`src/core/twss_defines.svh`:
```
/*
 * Offsets, field positions, reset values and timing figures of the
 * tape write step sequencer.
 * Assumes a 10 MHz system clock and a 32-bit APB register bus.
 */
`ifndef TWSS_DEFINES_SVH
`define TWSS_DEFINES_SVH

// ----------------------------------------
// register byte offsets
// ----------------------------------------
`define TWSS_ORDER_OFS    12'h000
`define TWSS_STATUS_OFS   12'h004
`define TWSS_ADDR_OFS     12'h008
`define TWSS_DATA_OFS     12'h00C
`define TWSS_COUNT_OFS    12'h010

// ----------------------------------------
// order register fields
// ----------------------------------------
`define TWSS_ORD_CODE_HI  2
`define TWSS_ORD_UNIT_LO  4
`define TWSS_ORD_UNIT_HI  5

// ----------------------------------------
// status register bit positions
// ----------------------------------------
`define TWSS_ST_SELDONE   0
`define TWSS_ST_RWTEN     1
`define TWSS_ST_CHKTEN    2
`define TWSS_ST_UCAVAIL   3
`define TWSS_ST_UNAVAIL   4
`define TWSS_ST_RWAVAIL   5
`define TWSS_ST_CHKAVAIL  6
`define TWSS_ST_RDAVAIL   7
`define TWSS_ST_MOVING    8
`define TWSS_ST_UNIT_LO   12

// ----------------------------------------
// sizes and reset values
// ----------------------------------------
`define TWSS_UNITS        4
`define TWSS_GROUP_WORDS  4'h9
`define TWSS_FIFO_DEPTH   8
`define TWSS_ADDR_RST     32'h00000000

// ----------------------------------------
// timing, clock rate and intervals
// ----------------------------------------
`define TWSS_CLK_MHZ      10
`define TWSS_ACCEL_US     3000
`define TWSS_GAP_US       2500
`define TWSS_WORD_US      20
`define TWSS_WORD_CYC     (`TWSS_WORD_US * `TWSS_CLK_MHZ)
`define TWSS_TMR_W        20

`endif

```
`src/core/twss_pkg.sv`:
```
/*
 * Types of the tape write step sequencer: order codes and states.
 * Assumes twss_defines.svh is reachable on the include path.
 */
package twss_pkg;

	// order codes written to the order register
	typedef enum logic [2:0] {
		TWSS_NOP      = 3'h0,
		TWSS_SELECT   = 3'h1,
		TWSS_PREPARE  = 3'h2,
		TWSS_MOVE     = 3'h3,
		TWSS_WRITE    = 3'h4,
		TWSS_CONTINUE = 3'h5,
		TWSS_GAPCONT  = 3'h6,
		TWSS_CHKACK   = 3'h7
	} twss_order_t;

	// unit control section states
	typedef enum logic [1:0] {UC_IDLE, UC_PREP, UC_MOVING} twss_uc_t;

	// read-write control section states
	typedef enum logic [1:0] {RW_IDLE, RW_WAIT, RW_WORDS, RW_GAP} twss_rw_t;

endpackage : twss_pkg

```
`src/core/twss_fifo.sv`:
```
/*
 * Word buffer between the register bus and the write circuits.
 * Assumes one clock domain; push and pop use valid/ready handshakes.
 */
`timescale 1ns/100ps

module twss_fifo #(
	parameter int WIDTH = 32,
	parameter int DEPTH = 8
) (
	input  wire logic             clk,
	input  wire logic             nrst,
	input  wire logic             inValid,
	output logic                  inReady,
	input  wire logic [WIDTH-1:0] inData,
	output logic                  outValid,
	input  wire logic             outReady,
	output logic      [WIDTH-1:0] outData
);
	localparam int AW = $clog2(DEPTH);

	logic [WIDTH-1:0] mem_reg [DEPTH];
	logic [AW-1:0]    wrPtr_reg;
	logic [AW-1:0]    rdPtr_reg;
	logic [AW:0]      count_reg;
	logic             push;
	logic             pop;

	// honest full and empty from the fill count
	assign inReady  = (count_reg != (AW+1)'(DEPTH));
	assign outValid = (count_reg != '0);
	assign outData  = mem_reg[rdPtr_reg];
	assign push     = inValid & inReady;
	assign pop      = outValid & outReady;

	// storage, written by index
	always_ff @(posedge clk)
	begin
		if (push)
			mem_reg[wrPtr_reg] <= inData;
	end

	// pointers and fill count
	always_ff @(posedge clk or negedge nrst)
	begin
		if (!nrst)
		begin
			wrPtr_reg <= '0;
			rdPtr_reg <= '0;
			count_reg <= '0;
		end
		else
		begin
			if (push)
				wrPtr_reg <= (wrPtr_reg == AW'(DEPTH - 1)) ? '0 : wrPtr_reg + 1'b1;
			if (pop)
				rdPtr_reg <= (rdPtr_reg == AW'(DEPTH - 1)) ? '0 : rdPtr_reg + 1'b1;
			if (push && !pop)
				count_reg <= count_reg + 1'b1;
			else if (pop && !push)
				count_reg <= count_reg - 1'b1;
		end
	end

endmodule : twss_fifo

```
`src/core/twss_timer.sv`:
```
/*
 * One-shot interval timer: load starts a count, done pulses at its end.
 * Assumes load is a one-cycle pulse from the same clock domain.
 */
`timescale 1ns/100ps
`include "twss_defines.svh"

module twss_timer (
	input  wire logic                   clk,
	input  wire logic                   nrst,
	input  wire logic                   load,
	input  wire logic [`TWSS_TMR_W-1:0] cycles,
	output logic                        busy,
	output logic                        done
);
	logic [`TWSS_TMR_W-1:0] cnt_reg;

	// a new load restarts the full interval, like a retriggered delay
	always_ff @(posedge clk or negedge nrst)
	begin
		if (!nrst)
		begin
			cnt_reg <= '0;
			done    <= 1'b0;
		end
		else
		begin
			done <= 1'b0;
			if (load)
				cnt_reg <= cycles;
			else if (cnt_reg != '0)
			begin
				cnt_reg <= cnt_reg - 1'b1;
				done    <= (cnt_reg == `TWSS_TMR_W'(1));
			end
		end
	end

	assign busy = (cnt_reg != '0);

endmodule : twss_timer

```
`src/core/twss_top.sv`:
```
/*
 * Tape write step sequencer: unit control section, read-write control
 * with its word buffer, completion flags and availability status, all
 * reached over APB.
 * Assumes the program polls the status word and orders one step at a
 * time; tape unit pins are asynchronous and pass two flip-flops.
 */
// Design decisions made here: the placing of the registers and the APB slave port.
`timescale 1ns/100ps
`include "twss_defines.svh"

// How it works
// - finishing an ordered task sets a flag that the program's priority poll sees.
// - the unit control section owns a selection-completed flag set when its task ends.
// - the read-write control and the positioning checker each own a separate ten-word flag.
// - status shows availability of unit control, the selected unit, read-write, checker and read.
// - a select order selects the given unit and then sets the selection-completed flag.
// - a prepare order drives the forward and write relays and flags once they pulled in.
// - the ten-word flag is set when writing starts and again at each new group of ten.
// - each alert is answered with continue or gap-then-continue, applied at the group end.
// - acceleration and gap intervals that block writing are timed here without the program.
// - after an order the block runs alone and alerts only when it needs the next order.
module twss_top
	import twss_pkg::*;
#(
	parameter int ACCEL_CYC = `TWSS_ACCEL_US * `TWSS_CLK_MHZ,
	parameter int GAP_CYC   = `TWSS_GAP_US * `TWSS_CLK_MHZ
) (
	input  wire logic                    clk,
	input  wire logic                    nrst,
	input  wire logic                    psel,
	input  wire logic                    penable,
	input  wire logic                    pwrite,
	input  wire logic [11:0]             paddr,
	input  wire logic [31:0]             pwdata,
	output logic      [31:0]             prdata,
	output logic                         pready,
	output logic                         pslverr,
	input  wire logic [`TWSS_UNITS-1:0]  unitInterlock,
	input  wire logic [`TWSS_UNITS-1:0]  unitBusy,
	input  wire logic                    relayPulledIn,
	input  wire logic                    checkerBusy,
	input  wire logic                    checkerTen,
	input  wire logic                    readBusy,
	output logic      [`TWSS_UNITS-1:0]  unitSelect,
	output logic                         forwardRelay,
	output logic                         writeRelay,
	output logic                         tapeMove,
	output logic      [31:0]             headData,
	output logic                         headStrobe,
	output logic      [31:0]             memAddr
);
	// ----------------------------------------
	// pin synchronisers
	// ----------------------------------------
	localparam int SW = 2 * `TWSS_UNITS + 4;

	logic [SW-1:0] pinMeta_reg;
	logic [SW-1:0] pinSync_reg;
	logic          chkTenLast_reg;

	// two flops before any logic; only the second stage is read
	always_ff @(posedge clk or negedge nrst)
	begin
		if (!nrst)
		begin
			pinMeta_reg <= '0;
			pinSync_reg <= '0;
		end
		else
		begin
			pinMeta_reg <= {unitInterlock, unitBusy, relayPulledIn, checkerBusy,
				checkerTen, readBusy};
			pinSync_reg <= pinMeta_reg;
		end
	end

	logic [`TWSS_UNITS-1:0] interlockS;
	logic [`TWSS_UNITS-1:0] unitBusyS;
	logic                   pulledInS;
	logic                   chkBusyS;
	logic                   chkTenS;
	logic                   readBusyS;

	assign {interlockS, unitBusyS, pulledInS, chkBusyS, chkTenS, readBusyS} = pinSync_reg;

	// ----------------------------------------
	// APB slave
	// ----------------------------------------
	logic        access;
	logic        wrTake;
	logic        rdTake;
	logic        isOrder;
	logic        isData;
	logic        isAddr;
	logic        fifoInReady;
	twss_order_t order;
	logic [1:0]  orderUnit;

	assign access    = psel & penable;
	assign wrTake    = access & pready & pwrite;
	assign rdTake    = access & pready & ~pwrite;
	assign isOrder   = (paddr == `TWSS_ORDER_OFS);
	assign isData    = (paddr == `TWSS_DATA_OFS);
	assign isAddr    = (paddr == `TWSS_ADDR_OFS);
	assign order     = twss_order_t'(pwdata[`TWSS_ORD_CODE_HI:0]);
	assign orderUnit = pwdata[`TWSS_ORD_UNIT_HI:`TWSS_ORD_UNIT_LO];

	logic ordSelect;
	logic ordPrepare;
	logic ordMove;
	logic ordWrite;
	logic ordCont;
	logic ordGap;
	logic ordChkAck;

	// one-cycle order strobes, taken at the completing edge
	assign ordSelect  = wrTake & isOrder & (order == TWSS_SELECT);
	assign ordPrepare = wrTake & isOrder & (order == TWSS_PREPARE);
	assign ordMove    = wrTake & isOrder & (order == TWSS_MOVE);
	assign ordWrite   = wrTake & isOrder & (order == TWSS_WRITE);
	assign ordCont    = wrTake & isOrder & (order == TWSS_CONTINUE);
	assign ordGap     = wrTake & isOrder & (order == TWSS_GAPCONT);
	assign ordChkAck  = wrTake & isOrder & (order == TWSS_CHKACK);

	logic [31:0] status;
	logic [31:0] readMux;
	logic [3:0]  wordCnt_reg;
	logic        known;

	// address decode for reads; unmapped offsets answer with an error
	always_comb
	begin
		readMux = 32'h00000000;
		known   = 1'b1;
		if (isOrder)
			readMux = 32'h00000000;
		else if (paddr == `TWSS_STATUS_OFS)
			readMux = status;
		else if (isAddr)
			readMux = memAddr;
		else if (isData)
			readMux = 32'h00000000;
		else if (paddr == `TWSS_COUNT_OFS)
			readMux = {28'h0000000, wordCnt_reg};
		else
			known = 1'b0;
	end

	// one wait state; a data write also waits while the buffer is full
	always_ff @(posedge clk or negedge nrst)
	begin
		if (!nrst)
		begin
			pready  <= 1'b0;
			pslverr <= 1'b0;
			prdata  <= 32'h00000000;
		end
		else
		begin
			pready  <= access & ~pready & ~(pwrite & isData & ~fifoInReady);
			pslverr <= access & ~pready & ~known;
			prdata  <= (access & ~pready & ~pwrite) ? readMux : 32'h00000000;
		end
	end

	// start address register, advanced per word written
	always_ff @(posedge clk or negedge nrst)
	begin
		if (!nrst)
			memAddr <= `TWSS_ADDR_RST;
		else if (wrTake && isAddr)
			memAddr <= pwdata;
		else if (headStrobe)
			memAddr <= memAddr + 32'h00000001;
	end

	// ----------------------------------------
	// unit control section
	// ----------------------------------------
	twss_uc_t ucState_reg;
	logic     selDone_reg;
	logic     selDoneSet;
	logic     ucSetDone;
	logic     accelLoad;
	logic     accelBusy;
	logic     accelDone;
	logic     accelOk_reg;
	logic     rwEnd;
	logic [1:0] unitIdx_reg;

	// select acts at once; prepare waits for the relay contacts
	always_ff @(posedge clk or negedge nrst)
	begin
		if (!nrst)
		begin
			ucState_reg  <= UC_IDLE;
			unitIdx_reg  <= 2'h0;
			unitSelect   <= '0;
			forwardRelay <= 1'b0;
			writeRelay   <= 1'b0;
			tapeMove     <= 1'b0;
		end
		else
		begin
			case (ucState_reg)
				UC_IDLE:
				begin
					if (ordSelect)
					begin
						unitIdx_reg <= orderUnit;
						unitSelect  <= `TWSS_UNITS'(1) << orderUnit;
					end
					else if (ordPrepare)
					begin
						forwardRelay <= 1'b1;
						writeRelay   <= 1'b1;
						ucState_reg  <= UC_PREP;
					end
					else if (ordMove && writeRelay)
					begin
						tapeMove    <= 1'b1;
						ucState_reg <= UC_MOVING;
					end
				end
				UC_PREP:
				begin
					if (pulledInS)
						ucState_reg <= UC_IDLE;
				end
				UC_MOVING:
				begin
					// motion stops only after the last word has reached the head
					if (rwEnd)
					begin
						tapeMove     <= 1'b0;
						forwardRelay <= 1'b0;
						writeRelay   <= 1'b0;
						ucState_reg  <= UC_IDLE;
					end
				end
				default:
					ucState_reg <= UC_IDLE;
			endcase
		end
	end

	// completion of select, or of relay pull-in
	assign ucSetDone = (ucState_reg == UC_IDLE && ordSelect)
		| (ucState_reg == UC_PREP && pulledInS);
	assign accelLoad = ucState_reg == UC_IDLE && ordMove && writeRelay;

	// selection-completed flag: set wins over the clearing order
	always_ff @(posedge clk or negedge nrst)
	begin
		if (!nrst)
			selDone_reg <= 1'b0;
		else if (selDoneSet)
			selDone_reg <= 1'b1;
		else if (ordSelect || ordPrepare || ordMove)
			selDone_reg <= 1'b0;
	end

	assign selDoneSet = ucSetDone;

	// acceleration interval blocks writing without program help
	twss_timer accelTimer (
		.clk    (clk),
		.nrst   (nrst),
		.load   (accelLoad),
		.cycles (`TWSS_TMR_W'(ACCEL_CYC)),
		.busy   (accelBusy),
		.done   (accelDone)
	);

	always_ff @(posedge clk or negedge nrst)
	begin
		if (!nrst)
			accelOk_reg <= 1'b0;
		else if (accelLoad || !tapeMove)
			accelOk_reg <= 1'b0;
		else if (accelDone)
			accelOk_reg <= 1'b1;
	end

	// ----------------------------------------
	// read-write control and write circuits
	// ----------------------------------------
	typedef enum logic [1:0] {CH_NONE, CH_CONT, CH_GAP} twss_choice_t;

	twss_rw_t     rwState_reg;
	twss_choice_t choice_reg;
	logic         rwTen_reg;
	logic         rwTenSet;
	logic [7:0]   pace_reg;
	logic         fifoOutValid;
	logic [31:0]  fifoOutData;
	logic         pop;
	logic         gapLoad;
	logic         gapBusy;
	logic         gapDone;

	// a word leaves the buffer every word time while writing
	assign pop     = (rwState_reg == RW_WORDS) && (pace_reg == 8'h00) && fifoOutValid;
	assign gapLoad = pop && (wordCnt_reg == `TWSS_GROUP_WORDS) && (choice_reg == CH_GAP);
	assign rwEnd   = headStrobe && (rwState_reg == RW_IDLE); // strobe of the closing word

	// ten-word flag on first word and on each new group
	assign rwTenSet = (rwState_reg == RW_WAIT && accelOk_reg)
		| (pop && wordCnt_reg == `TWSS_GROUP_WORDS && choice_reg == CH_CONT)
		| gapDone;

	// group sequencing; the choice is applied at the end of the group
	always_ff @(posedge clk or negedge nrst)
	begin
		if (!nrst)
		begin
			rwState_reg <= RW_IDLE;
			choice_reg  <= CH_NONE;
			wordCnt_reg <= 4'h0;
		end
		else
		begin
			case (rwState_reg)
				RW_IDLE:
				begin
					wordCnt_reg <= 4'h0;
					choice_reg  <= CH_NONE;
					if (ordWrite && tapeMove)
						rwState_reg <= RW_WAIT;
				end
				RW_WAIT:
				begin
					if (accelOk_reg)
						rwState_reg <= RW_WORDS;
				end
				RW_WORDS:
				begin
					if (ordCont)
						choice_reg <= CH_CONT;
					else if (ordGap)
						choice_reg <= CH_GAP;
					if (pop)
					begin
						if (wordCnt_reg != `TWSS_GROUP_WORDS)
							wordCnt_reg <= wordCnt_reg + 4'h1;
						else
						begin
							wordCnt_reg <= 4'h0;
							choice_reg  <= CH_NONE;
							if (choice_reg == CH_GAP)
								rwState_reg <= RW_GAP;
							else if (choice_reg == CH_NONE)
								rwState_reg <= RW_IDLE;
						end
					end
				end
				RW_GAP:
				begin
					if (gapDone)
						rwState_reg <= RW_WORDS;
				end
				default:
					rwState_reg <= RW_IDLE;
			endcase
		end
	end

	// word pacing and head drive
	always_ff @(posedge clk or negedge nrst)
	begin
		if (!nrst)
		begin
			pace_reg   <= 8'h00;
			headStrobe <= 1'b0;
			headData   <= 32'h00000000;
		end
		else
		begin
			headStrobe <= pop;
			if (pop)
			begin
				headData <= fifoOutData;
				pace_reg <= 8'(`TWSS_WORD_CYC - 1);
			end
			else if (pace_reg != 8'h00)
				pace_reg <= pace_reg - 8'h01;
		end
	end

	// ten-word flag of the read-write control; set wins over clear
	always_ff @(posedge clk or negedge nrst)
	begin
		if (!nrst)
			rwTen_reg <= 1'b0;
		else if (rwTenSet)
			rwTen_reg <= 1'b1;
		else if (ordWrite || ordCont || ordGap)
			rwTen_reg <= 1'b0;
	end

	// inter-block gap interval
	twss_timer gapTimer (
		.clk    (clk),
		.nrst   (nrst),
		.load   (gapLoad),
		.cycles (`TWSS_TMR_W'(GAP_CYC)),
		.busy   (gapBusy),
		.done   (gapDone)
	);

	// buffer stalls the bus while full, so it really fills
	twss_fifo #(
		.WIDTH (32),
		.DEPTH (`TWSS_FIFO_DEPTH)
	) wordFifo (
		.clk      (clk),
		.nrst     (nrst),
		.inValid  (wrTake & isData),
		.inReady  (fifoInReady),
		.inData   (pwdata),
		.outValid (fifoOutValid),
		.outReady (pop),
		.outData  (fifoOutData)
	);

	// ----------------------------------------
	// positioning checker flag and status
	// ----------------------------------------
	logic chkTen_reg;
	logic chkRise;

	assign chkRise = chkTenS & ~chkTenLast_reg;

	// checker's own ten-word flag, from its edge; set wins over clear
	always_ff @(posedge clk or negedge nrst)
	begin
		if (!nrst)
		begin
			chkTenLast_reg <= 1'b0;
			chkTen_reg     <= 1'b0;
		end
		else
		begin
			chkTenLast_reg <= chkTenS;
			if (chkRise)
				chkTen_reg <= 1'b1;
			else if (ordChkAck)
				chkTen_reg <= 1'b0;
		end
	end

	// availability indications; write circuits need none
	always_comb
	begin
		status                    = 32'h00000000;
		status[`TWSS_ST_SELDONE]  = selDone_reg;
		status[`TWSS_ST_RWTEN]    = rwTen_reg;
		status[`TWSS_ST_CHKTEN]   = chkTen_reg;
		status[`TWSS_ST_UCAVAIL]  = (ucState_reg == UC_IDLE) & ~tapeMove;
		status[`TWSS_ST_UNAVAIL]  = ~interlockS[unitIdx_reg] & ~unitBusyS[unitIdx_reg];
		status[`TWSS_ST_RWAVAIL]  = (rwState_reg == RW_IDLE);
		status[`TWSS_ST_CHKAVAIL] = ~chkBusyS;
		status[`TWSS_ST_RDAVAIL]  = ~readBusyS;
		status[`TWSS_ST_MOVING]   = tapeMove & ~accelBusy & ~gapBusy;
		status[`TWSS_ST_UNIT_LO +: 2] = unitIdx_reg;
	end

endmodule : twss_top

```
`config.mk`:
```
export PLATFORM = sky130hd
export DESIGN_NAME = twss_top
export DESIGN_NICKNAME = d
export VERILOG_FILES = /design/src/core/twss_pkg.sv /design/src/core/twss_fifo.sv /design/src/core/twss_timer.sv /design/src/core/twss_top.sv
export VERILOG_INCLUDE_DIRS = /design/src /design/src/core
export SDC_FILE = /design/constraint.sdc
export NUM_CORES = 1
export LEC_CHECK = 0
export ABC_AREA = 1
export BUFFER_PORTS_ARGS = -buffer_cell sky130_fd_sc_hd__buf_2
export CELL_PAD_IN_SITES_DETAIL_PLACEMENT = 1
export CELL_PAD_IN_SITES_GLOBAL_PLACEMENT = 2
export CORE_ASPECT_RATIO = 1.4
export CORE_MARGIN = 1
export CORE_UTILIZATION = 38
export CTS_BUF_LIST = sky130_fd_sc_hd__clkbuf_8 sky130_fd_sc_hd__clkbuf_16
export DETAILED_ROUTE_END_ITERATION = 8
export GPL_TIMING_DRIVEN = 0
export HOLD_SLACK_MARGIN = 0.1
export PLACE_DENSITY = 0.78
export SETUP_SLACK_MARGIN = 0.2
export SLEW_MARGIN = 20
export SYNTH_ARGS = -nofsm -noshare
export SYNTH_HDL_FRONTEND = slang
export SYNTH_HIERARCHICAL = 1
export SYNTH_SLANG_ARGS = --single-unit
```
`constraint.sdc`:
```
create_clock -name clk -period 3.8 [get_ports clk]
set_input_delay 0.19 -clock clk [delete_from_list [all_inputs] [get_ports clk]]
set_output_delay 0.19 -clock clk [all_outputs]
set_load 0.02 [all_outputs]
```
## Yosys cells after proc, flatten, opt, wreduce, memory -nomap -nowiden

Memory sizes are Yosys's and may differ from the RTL's. A register that Yosys moved wholly into a read port is not among the register bits.
Index checks and enable logic that the tools add are counted.

| word-level totals | value |
|---|---|
| register bits | 174 |
| word-level logic and storage cells | 241 |
| bits in writable memories | 256 |
| output and inout port bits | 106 |
| memories kept | 1 |
| input port bits | 61 |

Memories:

| name | depth | width | rd ports | clocked after Yosys merged registers in | write ports | line | RTL |
|---|---|---|---|---|---|---|---|
| wordFifo.mem_reg | 8 | 32 | 1 | 1 | 1 | twss_fifo.sv:22 | `logic [WIDTH-1:0] mem_reg [DEPTH];` |

| operators by class | value |
|---|---|
| order comparisons | 1 |
| muxes and demuxes | 71 |
| shifts and indexed selects | 1 |
| bitwise operators | 41 |
| $add $sub $neg | 9 |
| equality and inequality tests | 38 |
| reductions and logical operators | 51 |

Operator list:

| kind | number |
|---|---|
| 2-to-1 mux 32 bit | 6 |
| 2-to-1 mux 20 bit | 4 |
| == test 20 x 1 -> 1 bit (second input constant) | 2 |
| nonzero test 20 bit | 2 |
| subtractor 20 x 1 -> 20 bit (second input constant) | 2 |
| adder 32 x 1 -> 32 bit (second input constant) | 1 |
| 2-to-1 mux 2 bit | 16 |
| 2-to-1 mux 1 bit | 27 |
| AND 1 bit | 25 |
| == test 12 x 4 -> 1 bit (second input constant) | 2 |
| 2-to-1 mux 4 bit | 6 |
| nonzero test 2 bit | 11 |
| == test 3 bit (second input constant) | 6 |
| != test 2 bit (second input constant) | 9 |
| logical AND 1 bit | 16 |
| 2-to-1 mux 8 bit | 2 |
| NOT 1 bit | 13 |
| == test 12 x 3 -> 1 bit (second input constant) | 1 |
| == test 12 x 5 -> 1 bit (second input constant) | 1 |
| logical NOT 12 bit | 1 |
| adder 4 x 1 -> 4 bit (second input constant) | 2 |
| == test 2 bit (second input constant) | 4 |
| logical NOT 8 bit | 1 |
| != test 4 bit (second input constant) | 2 |
| other kinds (29) | 50 |

## Depth between registers and ports, before layout

| logic depth | value |
|---|---|
| word-level depth | 10 |
| gate-level depth with buffers | 17 |
| mapped depth without buffers | 16 |

## Cells and area by module

The synthesis kept the hierarchy.

By module, submodules not included:

| module | area an instance (µm²) | cells each | seq. area each (µm²) | times used |
|---|---|---|---|---|
| twss_fifo | 10821.6 | 937 | 7937.6 | 1 |
| twss_top | 7377.1 | 931 | 3853.7 | 1 |
| twss_timer | 1392.6 | 200 | 525.5 | 2 |

## Worst setup path after synthesis

OpenSTA, ideal clock, no wires.

| path | value |
|---|---|
| path kind | flip-flop to flip-flop |
| from | register pready |
| to | memory wordFifo.mem_reg[1][0] (enable) |
| path slack | 0.758 ns |
| arrival time | 2.621 ns |
| stages on the path, launching flop included | 9 |
| library setup time | 0.421 ns |
| clock period less this slack | 3.042 ns |
| data required time | 3.379 ns |
| path through | dfrtp_1 -> nand2_1 -> nor2_2 -> inv_1 -> nor2_1 -> nand2_1 -> inv_2 -> nand2_1 -> nor2_1 |

| between the ends | value |
|---|---|
| longest elaborated chain between the ends | 6 |

RTL lines:

| element | line | RTL |
|---|---|---|
| start: declaration | twss_top.sv:37 | `output logic pready,` |
| start signal: assignment | twss_top.sv:161 | `pready <= access & ~pready & ~(pwrite & isData & ~fifoInReady);` |
| AND 1 bit | n/a |  |
| AND 1 bit | twss_top.sv:101 | `assign wrTake = access & pready & pwrite;` |
| AND 1 bit | twss_top.sv:419 | `.inValid (wrTake & isData),` |
| AND 1 bit | twss_fifo.sv:33 | `assign push = inValid & inReady;` |
| named net wordFifo.push | twss_fifo.sv:26 | `logic push;` |
| 2-to-1 mux 1 bit | twss_fifo.sv:39 | `if (push)` |
| 2-to-1 mux 1 bit (not written as such) | twss_fifo.sv:40 | `mem_reg[wrPtr_reg] <= inData;` |
| end: declaration | twss_fifo.sv:22 |  |

The timed path passes the listed nets, and every way through them passes these cells.

## Worst setup path in the final report

| path | value |
|---|---|
| from | register pace_reg[0] |
| to | register wordFifo.count_reg[3] |

| between the ends | value |
|---|---|
| longest elaborated chain between the ends | 7 |

RTL lines:

| element | line | RTL |
|---|---|---|
| start: declaration | twss_top.sv:295 | `logic [7:0] pace_reg;` |
| start signal: assignment | twss_top.sv:384 | `` pace_reg <= 8'(`TWSS_WORD_CYC - 1); `` |
| start signal: assignment | twss_top.sv:387 | `pace_reg <= pace_reg - 8'h01;` |
| logical NOT 8 bit (*) | twss_top.sv:304 | `assign pop = (rwState_reg == RW_WORDS) && (pace_reg == 8'h00) && fifoOutValid;` |
| logical AND 1 bit (*) (2 in a row) | twss_top.sv:304 |  |
| named net pop | twss_top.sv:298 | `logic pop;` |
| AND 1 bit (*) | twss_fifo.sv:34 | `assign pop = outValid & outReady;` |
| logical NOT 1 bit | twss_fifo.sv:58 | `if (push && !pop)` |
| logical AND 1 bit | twss_fifo.sv:58 |  |
| 2-to-1 mux 4 bit / nonzero test 2 bit (equally long branches) | n/a |  |
| end signal: assignment | twss_fifo.sv:59 | `count_reg <= count_reg + 1'b1;` |
| end signal: assignment | twss_fifo.sv:61 | `count_reg <= count_reg - 1'b1;` |
| end: declaration | twss_fifo.sv:25 | `logic [AW:0] count_reg;` |

The timed path passes the listed nets; every way through them passes the cells marked *.
A chain may end at the register's enable or synchronous reset.

==> summary.md <==
| Metric | Value |
|---|---|
| Routed Antenna Nets | `0` |
| Clock Path Buffers | `3` |
| CTS Root Cell | `clkbuf_16` |
| Final non-filler cell total | `3356` |
| CP Launch Type | `register` |
| Setup TNS | `0 ns` |
| Power density over the cells | `439.2 nW/um^2` |
| Critical-path maximum fanout | `12` |
| DP Cell Count | `3208` |
| Post-layout util | `46.91%` |
| Start of the worst register-to-register path | `pace_reg[0]$_DFFE_PN0P_` |
| Multiplexer area fraction after synthesis | `0.05366%` |
| First-pass GRT wire length | `104900 um` |
| Largest family of logic cells by synthesized area | `simple AND/OR/NAND/NOR gates` |
| Slew margin rel. | `46.04%` |
| Post-synth top area cell | `edfxtp_1` |
| CP arrival | `3.74 ns` |
| H-tree levels | `2` |
| Initial antenna violation count | `5` |
| Top cell type's share of synthesized area | `36.63%` |
| Pwr Total | `0.01120 W` |
| Num Clock Sinks | `462` |
| Post-synthesis async set-or-reset flop share | `44.59%` |
| Vias | `16622` |
| Final #Nets | `2674` |
| CTS tree | `yes` |
| Compound-Gate Fraction of Synth Area | `5.873%` |
| Die X-Extent | `200.6 um` |
| Worst R2R Setup Slack | `0.54 ns` |
| Max FFs per register | `256` |
| Maxcap violations | `0` |
| Gate Count Post-Synth | `2268` |
| Clock transition at path regs | `0.07 ns` |
| Insertion delay to the later sink of the worst-skew pair | `0.61 ns` |
| #FFs+latches synth | `462` |
| Detailed Place HPWL | `49050 um` |
| Tot GR Track Use | `24.53%` |
| Largest net degree at the start of global routing | `89` |
| Crit path to | `wordFifo/count_reg[3]$_DFFE_PN0P_` |
| Vias/cell | `4.953` |
| Crit path time final | `3.257 ns` |
| Leakage | `11.09 nW` |
| Worst IR Drop VDD | `0.0003900 V` |
| Io pins | `167` |
| Drt first pass iters | `4` |
| Post-DR wirelength/cell | `20.18 um` |
| R2R Path End | `wordFifo/count_reg[3]$_DFFE_PN0P_` |
| Seq/Total Area, Yosys | `61.20%` |
| Vias in the first global route | `18015` |
| Num CTS Buffers | `49` |
| Synth Area in XOR/XNOR | `1.461%` |
| First DRT Iteration DRCs | `691` |
| CP required | `4.29 ns` |
| Die area | `56180 um^2` |
| Crit path from | `pace_reg[0]$_DFFE_PN0P_` |
| Synth top area cells | `edfxtp_1 (37%), dfrtp_1 (25%), nand2_1 (16%)` |
| Fmax | `0.3071 GHz` |
| Drt drc | `0` |
| Yosys warns | `6` |
| Initial Util | `38.62%` |
| Final RePlAce weighted congestion | `0.8171` |
| Adder-Cell Fraction of Synth Area | `1.169%` |
| EDFF count, synth | `256` |
| Worst Path Class, Setup | `reg -> reg` |
| Hold crit path type | `in -> reg` |
| Ys flop type | `edfxtp_1` |
| Fillers | `6365` |
| Detailed-route wire length | `67740 um` |
| Critical path endpoint category | `register` |
| Fin Clk Skew | `0.01567 ns` |
| Status | `completed` |
| Port Buffers | `166` |
| Row count | `101` |
| Period utilization | `85.70%` |
| WHS | `0.1575 ns` |
| ANT cells | `0` |
| Area grow syn2layout | `21.48%` |
| Gr ovfl total | `0` |
| Area fraction in and, or, nand and nor cells after synthesis | `25.73%` |
| Max Slew Vio Count | `0` |
| Syn_area_per_cell | `9.252 um^2` |
| Layout cells sized above 1 | `14.42%` |
| Final hold violations | `0` |
| Reg2reg path depth | `16` |
| Cell area after synthesis | `20980 um^2` |
| Core area | `54340 um^2` |
| Worst Tran Pin Value | `0.8094 ns` |
| Min-delay src | `paddr[6]` |
| RSZ-0062 raised after global routing | `false` |
| Library cells used by synthesis | `46` |
| Finish-stage setup viols | `0` |
| Die height | `280.0 um` |
==> cell usage after synthesis, types with 3 or more instances <==
library cell / n
ha_1: 18
clkbuf_1: 25
nor3_1: 11
o21ai_0: 116
inv_1: 113
inv_2: 12
nor2_2: 16
xnor2_1: 21
xor2_1: 14
buf_4: 6
o31ai_1: 3
buf_6: 16
nand3_1: 85
nor2_1: 246
o211ai_1: 4
o21ai_2: 3
o21ai_1: 87
a21oi_1: 11
nand3_4: 3
nand3_2: 8
a21boi_0: 4
dfrtp_1: 206
nand4_1: 18
nand2_4: 3
nand3b_1: 6
nand2_2: 9
nand2_1: 887
edfxtp_1: 256
nor2_4: 8
a31oi_1: 5
buf_2: 21
buf_1: 8
==> cell usage in the layout (no fill, tap or decap), types with 8 or more instances in the layout <==
cell,n
edfxtp_1,256
buf_1,8
nor2_1,238
a21oi_1,11
xor2_1,14
buf_6,16
nor2_2,16
nand4_1,18
buf_4,9
nor3_1,11
xnor2_1,21
clkbuf_16,50
dlygate4sd3_1,53
nand2_2,9
dfrtp_1,206
o21ai_0,116
ha_1,18
buf_2,185
nand3_1,84
clkinv_2,8
nand2_1,887
buf_16,8
conb_1,40
inv_1,127
inv_2,12
o21ai_1,87
clkbuf_1,25
nor2_4,16
nand3_2,8
==> per-stage QoR <==
step | worst slack, ns | instance area (um^2)
global route | 0.2719 | 25490
CTS | 0.2498 | 25460
global placement | -1.574 | 22860
finish | 0.5434 | 25490
detailed placement | 0.1671 | 23270
floorplan | 0.7584 | 21130
==> how the worst min path moves through the flow <==
stage	endpoint	slack, ns	cells after the start
after floorplan	accelOk_reg$_DFFE_PN0P_	-0.11	0
after global placement	pinMeta_reg[1]$_DFF_PN0_	0.30	1
after detailed placement	headData[22]$_DFFE_PN0P_	0.09	1
after CTS	prdata[0]$_DFF_PN0_	0.12	6
after global routing	prdata[1]$_DFF_PN0_	0.18	6
final	prdata[0]$_DFF_PN0_	0.16	6
==> routing by layer <==
metal	vias up	wire, um	global-route usage (%)
li1	7994	-	-
met1	8227	27740	28.64
met2	277	35860	46.04
met3	114	2167	3.473
met4	10	1910	7.692
met5	-	53	0
==> critical path, cell delays in order, from the launching register on <==
cell and delay (ns):
dfrtp_1 0.38, inv_1 0.12, ha_1 0.16, nand2_1 0.10
nor2_4 0.27, nand3_4 0.19, clkinvlp_4 0.13, buf_4 0.24
nand2_1 0.23, ha_1 0.29, inv_1 0.17, ha_1 0.31
or2_2 0.31, nand2_1 0.07, nand2_1 0.04, nand3_1 0.08
nand2_1 0.05
==> layout make-up <==
cell class	count	area, um^2	area share, %
plain buffers	76	456.7	1.792
clock buffers	54	1306	5.124
clock inverters	38	325.3	1.276
inverters	128	489.2	1.919
multi-input cells	1640	7417	29.10
flip-flops and latches	462	12840	50.38
well taps	721	902.1	3.539
repair buffers	237	1752	6.872
==> report_power, final <==
group          total (W)  switching (W)  internal, W
clock            0.00488        0.00207      0.00281
sequential       0.00553       0.000115      0.00542
combinational   0.000782       0.000508     0.000274
==> kinds of logic after synthesis <==
family,Yosys count
AO/OA/AOI/OAI,236
adder cells (fa/ha/maj),19
buffers and inverters,204
other,2
multiplexers,1
AND/OR/NAND/NOR,1309
flip-flops,462
XOR/XNOR,35
==> timing repair <==
action                                 4_1_cts  5_1_grt
buffers inserted                             0        2
endpoints found under the hold margin      419        0
resized for setup                            1        3
hold buffers                                54        0
setup endpoints to repair                    1        2
No activity file was read; power rests on OpenSTA's default activity.
